$ cat src/adcdg_pkg.sv
// adcdg_pkg: shared constants for the diagnostic and configuration registers
package adcdg_pkg;

   // -----------------------------------------------------------------
   // register indexes (byte address is four times the index)
   // -----------------------------------------------------------------
   localparam logic [7:0] IDX_DIAG_SOURCE_SELECT_CH7_CH8 = 8'h2b;
   localparam logic [7:0] IDX_OPEN_CIRCUIT_QUEUE_DEPTH = 8'h2c;
   localparam logic [7:0] IDX_SAMPLE_CLOCK_MONITOR_COUNT = 8'h2d;
   localparam logic [7:0] IDX_OVERSAMPLE_CLOCK_MONITOR_COUNT = 8'h2e;
   localparam logic [7:0] IDX_PART_IDENTIFICATION = 8'h2f;

   // -----------------------------------------------------------------
   // field positions
   // -----------------------------------------------------------------
   localparam int CH8_SEL_LSB = 3;
   localparam int CH8_SEL_MSB = 5;
   localparam int CH7_SEL_LSB = 0;
   localparam int CH7_SEL_MSB = 2;
   localparam int PART_CODE_LSB = 4;
   localparam int PART_CODE_MSB = 7;
   localparam int SILICON_REV_LSB = 0;
   localparam int SILICON_REV_MSB = 3;

   // -----------------------------------------------------------------
   // reset values and encodings
   // -----------------------------------------------------------------
   localparam logic [7:0] RST_DIAG_SOURCE_SELECT = 8'h00;
   localparam logic [7:0] RST_OPEN_CIRCUIT_QUEUE = 8'h00;
   localparam logic [7:0] RST_CLOCK_MONITOR_COUNT = 8'h00;
   localparam logic [2:0] SRC_ANALOG_PIN = 3'h0;
   localparam logic [7:0] QUEUE_MANUAL = 8'h01;

   // -----------------------------------------------------------------
   // timing: monitored rates in kHz, each counter steps at rate / 64
   // -----------------------------------------------------------------
   localparam int HCLK_KHZ = 125000;
   localparam int SAMPLE_CLOCK_KHZ = 16000;
   localparam int OVERSAMPLE_CLOCK_KHZ = 12500;
   localparam int MONITOR_PRESCALE = 64;
   localparam int SAMPLE_TICK_CYCLES =
      HCLK_KHZ * MONITOR_PRESCALE / SAMPLE_CLOCK_KHZ;
   localparam int OVERSAMPLE_TICK_CYCLES =
      HCLK_KHZ * MONITOR_PRESCALE / OVERSAMPLE_CLOCK_KHZ;

endpackage : adcdg_pkg

$ cat src/adcdg_rate_counter.sv
// adcdg_rate_counter: divider plus free-running 8-bit monitor counter
`timescale 1ns/1ps
module adcdg_rate_counter #(
   parameter int DIV_CYCLES = 500
) (
   // clock and reset
   input wire logic hclk,
   input wire logic hresetn,
   // counter value
   output logic [7:0] count
);

   typedef struct packed {
      logic [15:0] div;
      logic tick;
      logic [7:0] count;
   } adcdg_rc_state_type;

   adcdg_rc_state_type st;
   adcdg_rc_state_type next_st;

   always_comb begin
      next_st = st;
      next_st.tick = 1'b0;
      if (st.div == 16'(DIV_CYCLES - 1)) begin
         next_st.div = 16'h0000;
         next_st.tick = 1'b1;
      end else begin
         next_st.div = st.div + 16'h0001;
      end
      // wraps at 8 bits so software compares readings modulo 256
      if (st.tick) begin
         next_st.count = st.count + 8'h01;
      end
   end

   always_ff @(posedge hclk or negedge hresetn) begin
      if (!hresetn) begin
         st <= '0;
      end else begin
         st <= next_st;
      end
   end

   assign count = st.count;

   // -----------------------------------------------------------------
   // checks
   // -----------------------------------------------------------------
   property p_count_step;
      @(posedge hclk) disable iff (!hresetn)
      st.tick |=> (st.count == $past(st.count) + 8'h01) && !st.tick;
   endproperty
   a_count_step: assert property (p_count_step)
      else $error("monitor counter did not step once per tick");

   // between ticks the counter must hold, or readings would drift
   property p_count_hold;
      @(posedge hclk) disable iff (!hresetn)
      !st.tick |=> (st.count == $past(st.count));
   endproperty
   a_count_hold: assert property (p_count_hold)
      else $error("monitor counter moved without a tick");

endmodule : adcdg_rate_counter

$ cat src/adcdg_regs.sv
// adcdg_regs: diagnostic source, open-detect queue, clock monitors, id
// Contract
// - ch8 source field bits 5:3 picks analog pin or internal source.
// - ch7 source field bits 2:0, same encoding; internal source uses 10 V.
// - queue value 1 selects manual open-circuit detection.
// - queue above 1 selects automatic detection after that many conversions.
// - 8-bit read-only counter steps at 16 MHz divided by 64.
// - second 8-bit read-only counter steps at 12.5 MHz divided by 64.
// - id register: part code bits 7:4, revision bits 3:0, writes ignored.
//
// Local design decision: the AHB-Lite interface to the registers.
`timescale 1ns/1ps
module adcdg_regs #(
   parameter logic [3:0] PART_CODE = 4'ha, // arbitrary value
   parameter logic [3:0] SILICON_REV = 4'h2, // arbitrary value
   parameter int SAMPLE_DIV = adcdg_pkg::SAMPLE_TICK_CYCLES,
   parameter int OVERSAMPLE_DIV = adcdg_pkg::OVERSAMPLE_TICK_CYCLES
) (
   // clock and reset
   input wire logic hclk,
   input wire logic hresetn,
   // ahb-lite slave
   input wire logic hsel,
   input wire logic [31:0] haddr,
   input wire logic [1:0] htrans,
   input wire logic hwrite,
   input wire logic [2:0] hsize,
   input wire logic [31:0] hwdata,
   input wire logic hready,
   output logic hreadyout,
   output logic hresp,
   output logic [31:0] hrdata,
   // diagnostic routing to the channel front ends
   output logic [2:0] ch7_source_select,
   output logic [2:0] ch8_source_select,
   output logic ch7_force_10v_range,
   output logic ch8_force_10v_range,
   // open-circuit detection setup
   output logic open_detect_manual,
   output logic open_detect_auto,
   output logic [7:0] open_detect_queue_count
);

   typedef struct packed {
      logic ready;
      logic wr_pend;
      logic [7:0] wr_idx;
      logic [31:0] rdata;
      logic [2:0] ch7;
      logic [2:0] ch8;
      logic ch7_10v;
      logic ch8_10v;
      logic [7:0] queue;
      logic manual;
      logic auto_mode;
   } adcdg_state_type;

   adcdg_state_type st;
   adcdg_state_type next_st;
   logic [7:0] fs_count;
   logic [7:0] os_count;
   logic addr_phase;
   logic [7:0] ap_idx;
   logic ap_in_range;

   // -----------------------------------------------------------------
   // clock monitor counters
   // -----------------------------------------------------------------
   adcdg_rate_counter #(.DIV_CYCLES(SAMPLE_DIV)) u_fs_mon (
      .hclk(hclk),
      .hresetn(hresetn),
      .count(fs_count)
   );

   adcdg_rate_counter #(.DIV_CYCLES(OVERSAMPLE_DIV)) u_os_mon (
      .hclk(hclk),
      .hresetn(hresetn),
      .count(os_count)
   );

   // -----------------------------------------------------------------
   // bus decode and register update
   // -----------------------------------------------------------------
   assign addr_phase = hsel & htrans[1] & hready;
   assign ap_idx = haddr[9:2];
   assign ap_in_range = (haddr[31:10] == 22'h000000) &&
                        (haddr[1:0] == 2'h0);

   always_comb begin
      next_st = st;
      next_st.ready = 1'b1;
      // data phase of a write: hwdata stands now
      if (st.wr_pend) begin
         next_st.wr_pend = 1'b0;
         case (st.wr_idx)
            adcdg_pkg::IDX_DIAG_SOURCE_SELECT_CH7_CH8: begin
               // bits 7:6 are not stored
               next_st.ch8 = hwdata[adcdg_pkg::CH8_SEL_MSB:
                                    adcdg_pkg::CH8_SEL_LSB];
               next_st.ch7 = hwdata[adcdg_pkg::CH7_SEL_MSB:
                                    adcdg_pkg::CH7_SEL_LSB];
            end
            adcdg_pkg::IDX_OPEN_CIRCUIT_QUEUE_DEPTH: begin
               next_st.queue = hwdata[7:0];
            end
            // counters and id are read-only; other writes are dropped
            default: begin
               next_st.queue = st.queue;
            end
         endcase
      end
      next_st.ch7_10v = (next_st.ch7 != adcdg_pkg::SRC_ANALOG_PIN);
      next_st.ch8_10v = (next_st.ch8 != adcdg_pkg::SRC_ANALOG_PIN);
      next_st.manual = (next_st.queue == adcdg_pkg::QUEUE_MANUAL);
      next_st.auto_mode = (next_st.queue > adcdg_pkg::QUEUE_MANUAL);
      // read data is taken from the next values so a read straight after
      // a write sees the written value
      if (addr_phase) begin
         next_st.wr_pend = hwrite & ap_in_range;
         next_st.wr_idx = ap_idx;
         next_st.rdata = 32'h00000000;
         if (!hwrite && ap_in_range) begin
            case (ap_idx)
               adcdg_pkg::IDX_DIAG_SOURCE_SELECT_CH7_CH8: begin
                  next_st.rdata[7:0] = {2'h0, next_st.ch8,
                                        next_st.ch7};
               end
               adcdg_pkg::IDX_OPEN_CIRCUIT_QUEUE_DEPTH: begin
                  next_st.rdata[7:0] = next_st.queue;
               end
               adcdg_pkg::IDX_SAMPLE_CLOCK_MONITOR_COUNT: begin
                  next_st.rdata[7:0] = fs_count;
               end
               adcdg_pkg::IDX_OVERSAMPLE_CLOCK_MONITOR_COUNT: begin
                  next_st.rdata[7:0] = os_count;
               end
               adcdg_pkg::IDX_PART_IDENTIFICATION: begin
                  next_st.rdata[7:0] = {PART_CODE, SILICON_REV};
               end
               default: begin
                  next_st.rdata = 32'h00000000;
               end
            endcase
         end
      end
   end

   always_ff @(posedge hclk or negedge hresetn) begin
      if (!hresetn) begin
         st <= '0;
      end else begin
         st <= next_st;
      end
   end

   // -----------------------------------------------------------------
   // outputs
   // -----------------------------------------------------------------
   assign hreadyout = st.ready;
   assign hresp = 1'b0;
   assign hrdata = st.rdata;
   assign ch7_source_select = st.ch7;
   assign ch8_source_select = st.ch8;
   assign ch7_force_10v_range = st.ch7_10v;
   assign ch8_force_10v_range = st.ch8_10v;
   assign open_detect_manual = st.manual;
   assign open_detect_auto = st.auto_mode;
   assign open_detect_queue_count = st.queue;

   // -----------------------------------------------------------------
   // checks
   // -----------------------------------------------------------------
   property p_ch8_write;
      @(posedge hclk) disable iff (!hresetn)
      (st.wr_pend && st.wr_idx == adcdg_pkg::IDX_DIAG_SOURCE_SELECT_CH7_CH8)
      |=> ch8_source_select == $past(hwdata[5:3]);
   endproperty
   a_ch8_write: assert property (p_ch8_write)
      else $error("ch8 source select not taken from write data");

   property p_ch8_range;
      @(posedge hclk) disable iff (!hresetn)
      (st.wr_pend && st.wr_idx == adcdg_pkg::IDX_DIAG_SOURCE_SELECT_CH7_CH8)
      |=> ch8_force_10v_range == ($past(hwdata[5:3]) != 3'h0);
   endproperty
   a_ch8_range: assert property (p_ch8_range)
      else $error("ch8 range force does not follow source select");

   property p_ch7_range;
      @(posedge hclk) disable iff (!hresetn)
      (st.wr_pend && st.wr_idx == adcdg_pkg::IDX_DIAG_SOURCE_SELECT_CH7_CH8)
      |=> ch7_force_10v_range == ($past(hwdata[2:0]) != 3'h0);
   endproperty
   a_ch7_range: assert property (p_ch7_range)
      else $error("ch7 range force does not follow source select");

   property p_manual;
      @(posedge hclk) disable iff (!hresetn)
      (st.wr_pend && st.wr_idx == adcdg_pkg::IDX_OPEN_CIRCUIT_QUEUE_DEPTH &&
       hwdata[7:0] == 8'h01) |=> open_detect_manual && !open_detect_auto;
   endproperty
   a_manual: assert property (p_manual)
      else $error("queue value 1 did not select manual detection");

   property p_auto;
      @(posedge hclk) disable iff (!hresetn)
      (st.wr_pend && st.wr_idx == adcdg_pkg::IDX_OPEN_CIRCUIT_QUEUE_DEPTH &&
       hwdata[7:0] > 8'h01) |=> open_detect_auto && !open_detect_manual &&
      open_detect_queue_count == $past(hwdata[7:0]);
   endproperty
   a_auto: assert property (p_auto)
      else $error("queue above 1 did not select automatic detection");

   property p_os_read;
      @(posedge hclk) disable iff (!hresetn)
      (addr_phase && !hwrite && ap_in_range &&
       ap_idx == adcdg_pkg::IDX_OVERSAMPLE_CLOCK_MONITOR_COUNT)
      |=> hrdata == {24'h000000, $past(os_count)};
   endproperty
   a_os_read: assert property (p_os_read)
      else $error("oversample monitor read returned wrong value");

   property p_fs_read;
      @(posedge hclk) disable iff (!hresetn)
      (addr_phase && !hwrite && ap_in_range &&
       ap_idx == adcdg_pkg::IDX_SAMPLE_CLOCK_MONITOR_COUNT)
      |=> hrdata == {24'h000000, $past(fs_count)};
   endproperty
   a_fs_read: assert property (p_fs_read)
      else $error("sample monitor read returned wrong value");

   // a write to a read-only or unmapped place must leave all settings alone
   property p_ro_write;
      @(posedge hclk) disable iff (!hresetn)
      (st.wr_pend &&
       st.wr_idx != adcdg_pkg::IDX_DIAG_SOURCE_SELECT_CH7_CH8 &&
       st.wr_idx != adcdg_pkg::IDX_OPEN_CIRCUIT_QUEUE_DEPTH)
      |=> $stable(open_detect_queue_count) && $stable(ch7_source_select) &&
      $stable(ch8_source_select);
   endproperty
   a_ro_write: assert property (p_ro_write)
      else $error("write to read-only register changed a setting");

   property p_mode_off;
      @(posedge hclk) disable iff (!hresetn)
      (open_detect_queue_count == 8'h00)
      |-> !open_detect_manual && !open_detect_auto;
   endproperty
   a_mode_off: assert property (p_mode_off)
      else $error("queue value 0 selected a detection mode");

   property p_id_read;
      @(posedge hclk) disable iff (!hresetn)
      (addr_phase && !hwrite && ap_in_range &&
       ap_idx == adcdg_pkg::IDX_PART_IDENTIFICATION)
      |=> hrdata == {24'h000000, PART_CODE, SILICON_REV};
   endproperty
   a_id_read: assert property (p_id_read)
      else $error("id register read returned wrong value");

   property p_reserved;
      @(posedge hclk) disable iff (!hresetn)
      (addr_phase && !hwrite && ap_in_range &&
       ap_idx == adcdg_pkg::IDX_DIAG_SOURCE_SELECT_CH7_CH8)
      |=> hrdata[7:6] == 2'h0 && hrdata[5:0] == {ch8_source_select,
                                                  ch7_source_select};
   endproperty
   a_reserved: assert property (p_reserved)
      else $error("ch7/ch8 register reserved bits not zero");

endmodule : adcdg_regs
$ cat config.mk
export PLATFORM = sky130hd
export DESIGN_NAME = adcdg_regs
export DESIGN_NICKNAME = d
export VERILOG_FILES = /design/src/adcdg_pkg.sv /design/src/adcdg_rate_counter.sv /design/src/adcdg_regs.sv
export SDC_FILE = /design/constraint.sdc
export NUM_CORES = 1
export LEC_CHECK = 0
export ABC_CLOCK_PERIOD_IN_PS = 4250
export BUFFER_PORTS_ARGS = -buffer_cell sky130_fd_sc_hd__buf_4
export CAP_MARGIN = 20
export CORE_UTILIZATION = 40
export DETAILED_ROUTE_END_ITERATION = 8
export GPL_TIMING_DRIVEN = 0
export PLACE_DENSITY_LB_ADDON = 0.1
export SYNTH_ARGS = -nofsm -noshare
export SYNTH_HDL_FRONTEND = slang
export SYNTH_SLANG_ARGS = --single-unit
$ cat constraint.sdc
create_clock -name hclk -period 4.25 [get_ports hclk]
set_clock_uncertainty 0.15 [all_clocks]
set_input_delay 0.85 -clock hclk [delete_from_list [all_inputs] [get_ports hclk]]
set_output_delay 0.85 -clock hclk [all_outputs]
set_load 0.01 [all_outputs]
Word level (Yosys, flattened, before mapping):

Index checks and enable logic that the tools add are counted.

* register bits: 110
* word-level logic and storage cells: 53
* input port bits: 74

* $lt $le $gt $ge: 1
* $add $sub $neg: 4
* bitwise operators: 3
* muxes and demuxes: 11
* equal/unequal tests: 10
* reductions and logical operators: 7

Operators by type and width (number)
* 8-bit by 6-bit == test with 1-bit output (second input constant): 7
* 41-bit 2-to-1 mux: 1
* 8-bit case mux with 5 select lines: 1
* 16-bit by 1-bit adder with 16-bit output (second input constant): 2
* 16-bit 2-to-1 mux: 2
* 8-bit 2-to-1 mux: 3
* 22-bit zero test: 1
* 8-bit by 1-bit adder with 8-bit output (second input constant): 2
* 16-bit by 10-bit == test with 1-bit output (second input constant): 1
* 16-bit by 9-bit == test with 1-bit output (second input constant): 1
* 6-bit 2-to-1 mux: 2
* 8-bit by 1-bit == test with 1-bit output (second input constant): 1
* 8-bit by 1-bit > comparator with 1-bit output (second input constant): 1
* 3-bit nonzero test: 2
* 1-bit AND: 3
* 1-bit logical AND: 2
* 2-bit zero test: 1
* 1-bit 2-to-1 mux: 2
* 1-bit zero test: 1

Longest topological paths before layout:

* word-level depth: 6
* gate-level depth with buffers: 6
* gate-level depth less buffers: 6

Modules after synthesis:

Synthesis repeated with hierarchy kept, for this count alone.

* cell total of the unflattened synthesis: 433
* area total of the unflattened synthesis: 4516.8 um^2

By module, submodules not included
* adcdg_regs: times used 1, cells an instance 218, seq. area each 900.9 um^2, area an instance 2165.8 um^2
* adcdg_rate_counter (u_os_mon): times used 1, cells an instance 109, seq. area each 625.6 um^2, area an instance 1187.4 um^2
* adcdg_rate_counter (u_fs_mon): times used 1, cells an instance 106, seq. area each 625.6 um^2, area an instance 1163.6 um^2

Least setup slack after synthesis:

No wires, ideal clock.

* kind: input-to-reg
* start point: in haddr[22]
* end point: reg st (netlist bit hrdata[7])
* stages: 5
* path slack: 1.911 ns
* arrival: 2.097 ns
* buffers on the path: 0
* data required time: 4.008 ns
* setup time: 0.092 ns
* cells stage by stage: or4_4 nor3_2 nand2_1 a211o_4 o31ai_2

* cells in the longest elaborated chain, start to end: 4

Ends and longest elaborated chain
* start, declared: line adcdg_regs.sv:24 `input wire logic [31:0] haddr,`
* 22-bit zero test: line adcdg_regs.sv:86 `assign ap_in_range = (haddr[31:10] == 22'h000000) &&`
* 1-bit logical AND: line adcdg_regs.sv:86
* 1-bit logical AND: line adcdg_regs.sv:122 `if (!hwrite && ap_in_range) begin`
* 8-bit 2-to-1 mux: line adcdg_regs.sv:122
* end signal, assigned: line adcdg_regs.sv:152 `st <= next_st;`
* end, declared: line adcdg_regs.sv:58 `adcdg_state_type st;`

No other way between the ends.
A chain may end at the register's enable or synchronous reset.

Final worst setup path:

* start point: in haddr[3]
* end point: reg st (netlist bit hrdata[7])

* cells in the longest elaborated chain, start to end: 3
* elaborated cells on any way between the ends: 7
* classes of those cells: 5 x eq/ne; 2 x mux

Ends and longest elaborated chain
* 8-bit by 6-bit == test with 1-bit output: line adcdg_regs.sv:123 `case (ap_idx)`
* 8-bit case mux with 5 select lines (*): line adcdg_regs.sv:123
* 8-bit 2-to-1 mux (*): line adcdg_regs.sv:122

Every way passes the cells marked *; elsewhere a longest branch is shown, timed or not.

==> results.py <==
metrics = {
    "die": {
        "start_util_pct": 41.08,
        "core_mm2": 0.01028,
        "die_h_um": 104.7,
        "die_w_um": 104.7,
        "die_area_mm2": 0.01097,
        "io_pins": 126,
        "rows": 37,
    },
    "detailed_routing": {
        "final_antenna_net_count": 0,
        "viasPerCell": 4.681,
        "routed_wl_um": 8151,
        "drtIter0Drc": 94,
        "drc": 0,
        "dr.pass1.iters": 6,
        "wl_per_cell_um": 12.80,
        "vias": 2982,
    },
    "cts": {
        "cts-resized-gates": 0,
        "clk_pin_slew_ps": 80,
        "numClockSinks": 86,
        "clockBufferDepth": 2,
        "root_buffer": "clkbuf_8",
        "post_cts_buffers": 0,
        "hold_buffers": 0,
        "cts_tree": "done",
        "clk_latency_ps": 350,
        "htreeDepth": 3,
        "cts_buffers": 9,
    },
    "global_route": {
        "grt_max_degree": 87,
        "track_usage_pct": 15.74,
        "grt_pass1_wl_um": 13630,
        "antenna_found_initial": 0,
        "grt_overflow": 0,
        "grt_pass1_vias": 2844,
    },
    "yosys": {
        "syn-mean-instance-area_um2": 10.85,
        "netlist_area_mm2": 0.004222,
        "ys_ff_latch": 86,
        "synth_most_common_cell": "dfrtp_1",
        "synthTopCellsByArea": "dfrtp_1 (51%), buf_4 (8.4%), xnor2_1 (5.4%)",
        "synth-warning-count": 0,
        "synth_common_cells": "dfrtp_1 (86), buf_4 (47), nand2_1 (29)",
        "yosysSeqAreaShare_pct": 50.98,
        "syn_inst": 389,
        "yosys.area.top_type": "dfrtp_1",
        "synth-edff-count": 0,
        "synth_async_sr_flop_share_pct": 100.0,
        "dominantRegCellSynth": "dfrtp_1",
        "ys_types": 46,
        "synth_top_area_share_pct": 50.98,
    },
    "worst_setup_path": {
        "cp_slowest_stage_delay_ps": 500,
        "cp_slowest_cell": "a211o_4",
        "r2r_slack_ps": 2190,
        "critPathCaptureType": "flip-flop",
        "crit_required_ps": 4360,
        "crit_chain": "buf_4, clkbuf_1, nand4_1, a211o_4, o31ai_2",
        "cp-start-kind": "input pin",
        "critPathMaxFanout": 10,
        "crit_type": "input pin to flip-flop",
        "worstPathArrival_ps": 2410,
    },
    "sta": {
        "timing.fmax_ghz": 0.4354,
        "max_slew_margin_pct": 47.20,
        "rsz0062_at_grt": "no",
        "finalCritPeriodShare_pct": 54.04,
        "setup_tns_ps": 0,
        "period_needed_ps": 2297,
        "setup_ws_ps": 1953,
        "drv_slew": 0,
        "final-hold-violation-count": 0,
        "worstMarginPinSlew_ps": 785.5,
        "setup_viol": 0,
    },
    "job": {
        "max-cap-violations": 0,
    },
    "pwr": {
        "p_per_area_mw_per_mm2": 298.0,
        "p_seq_share_pct": 54.2,
        "pwr-share-comb_pct": 8.8,
        "p_clk_share_pct": 37.0,
        "p_switching_uw": 348.1,
        "ir_worst_vdd_mv": 0.1785,
        "intPower_mw": 1.215,
        "p_leak_nw": 2.622,
        "switching_share_pct": 22.28,
    },
    "run_status": {
        "outcome": "completed",
    },
    "finish": {
        "multi_input_area_mm2": 0.001718,
        "areaGrowthSynthToFinish_pct": 24.21,
        "drive_gt1_share_pct": 30.74,
        "regArea_mm2": 0.002152,
        "finalNetCount": 574,
        "n_fill_cell": 962,
        "diodes": 0,
    },
    "hold_path": {
        "min_path_type": "input pin to async pin",
    },
    "place": {
        "place_hpwl_um": 5946,
        "globalplace.congestion": 0.7553,
        "io_buffers": 71,
        "place_ws_ps": 1610,
    },
}
## path summary, 6_finish.rpt
kind,startpoint,endpoint,cells after the start
min in group hclk,u_fs_mon.st[9],u_fs_mon.st[9],1
max in group asynchronous,hresetn,u_fs_mon.count[0],2
worst max-delay path,haddr[3],hrdata[7],5
worst min-delay path,hresetn,hrdata[2],1
worst min register to register,u_fs_mon.st[9],u_fs_mon.st[9],1
worst max register to register,st[53],hrdata[0],6
## critical path, delay by kind of cell
kind | cells | cell delay (ps)
buffers and inverters | 2 | 440
and+or+nand+nor | 1 | 410
AOI/OAI and AO/OA | 2 | 710
## final cells by class
| class | instances | area share [%] |
|---|---|---|
| repair buffers | 72 | 10.69 |
| clock buffers | 13 | 3.030 |
| clock inverters | 3 | 0.8113 |
| flip-flops and latches | 86 | 41.04 |
| multi-input cells | 257 | 32.76 |
| inverters | 17 | 1.217 |
| plain buffers | 53 | 7.206 |
| well taps | 136 | 3.245 |
## placed cells by master (no fill, tap or decap), types with 12 or more instances in the layout
cell type	instances
buf_4	118
conb_1	26
dfrtp_1	86
inv_1	17
mux2i_1	12
nand2_1	29
nand3_1	21
nor2_1	26
xnor2_1	26
xor2_1	15
## registers in the layout (all words and copies together), names as in the netlist, 3 cells and up
register / cells
ch7_source_select: 3
ch8_source_select: 3
hrdata: 8
open_detect_queue_count: 8
st: 9
u_fs_mon.count: 8
u_fs_mon.st: 17
u_os_mon.count: 8
u_os_mon.st: 17
## per-stage QoR
step | power (mW) | instances | util [%] | hold slack (ps) | instance area, um2
after floorplan | 0.9291 | 413 | - | 296.7 | 4312
after global placement | 0.9962 | 620 | 48.79 | 317.3 | 5015
after detailed placement | 0.9983 | 620 | 48.79 | 314.9 | 5015
after CTS | 1.580 | 636 | 50.75 | 334.7 | 5216
after global routing | 1.633 | 637 | 51.02 | 232.5 | 5244
final | 1.563 | 637 | 51.02 | 235.1 | 5244
## power by group through the flow
stage,Clock (mW),Sequential (mW),Combinational (mW)
after floorplan,0,0.861,0.0685
after global placement,0,0.863,0.134
after detailed placement,0,0.863,0.135
after CTS,0.598,0.847,0.135
after global routing,0.631,0.850,0.152
final,0.579,0.847,0.137
## layer usage
layer | track usage [%] | wire length [um]
met1 | 20.23 | 3780
met2 | 25.54 | 3820
met3 | 3.930 | 459
met4 | 6.036 | 91
met5 | 0 | 0
## logic make-up after synthesis
group / Yosys count / share of synthesized area [%]
compound gates: 28 / 5.335
xor+xnor: 41 / 8.506
fa+ha+maj: 4 / 1.186
buf+inv: 70 / 10.46
flops: 86 / 50.98
mux: 24 / 6.046
other cells: 2 / 0.1779
simple gates: 134 / 17.31
No activity file was read; power rests on OpenSTA's default activity.
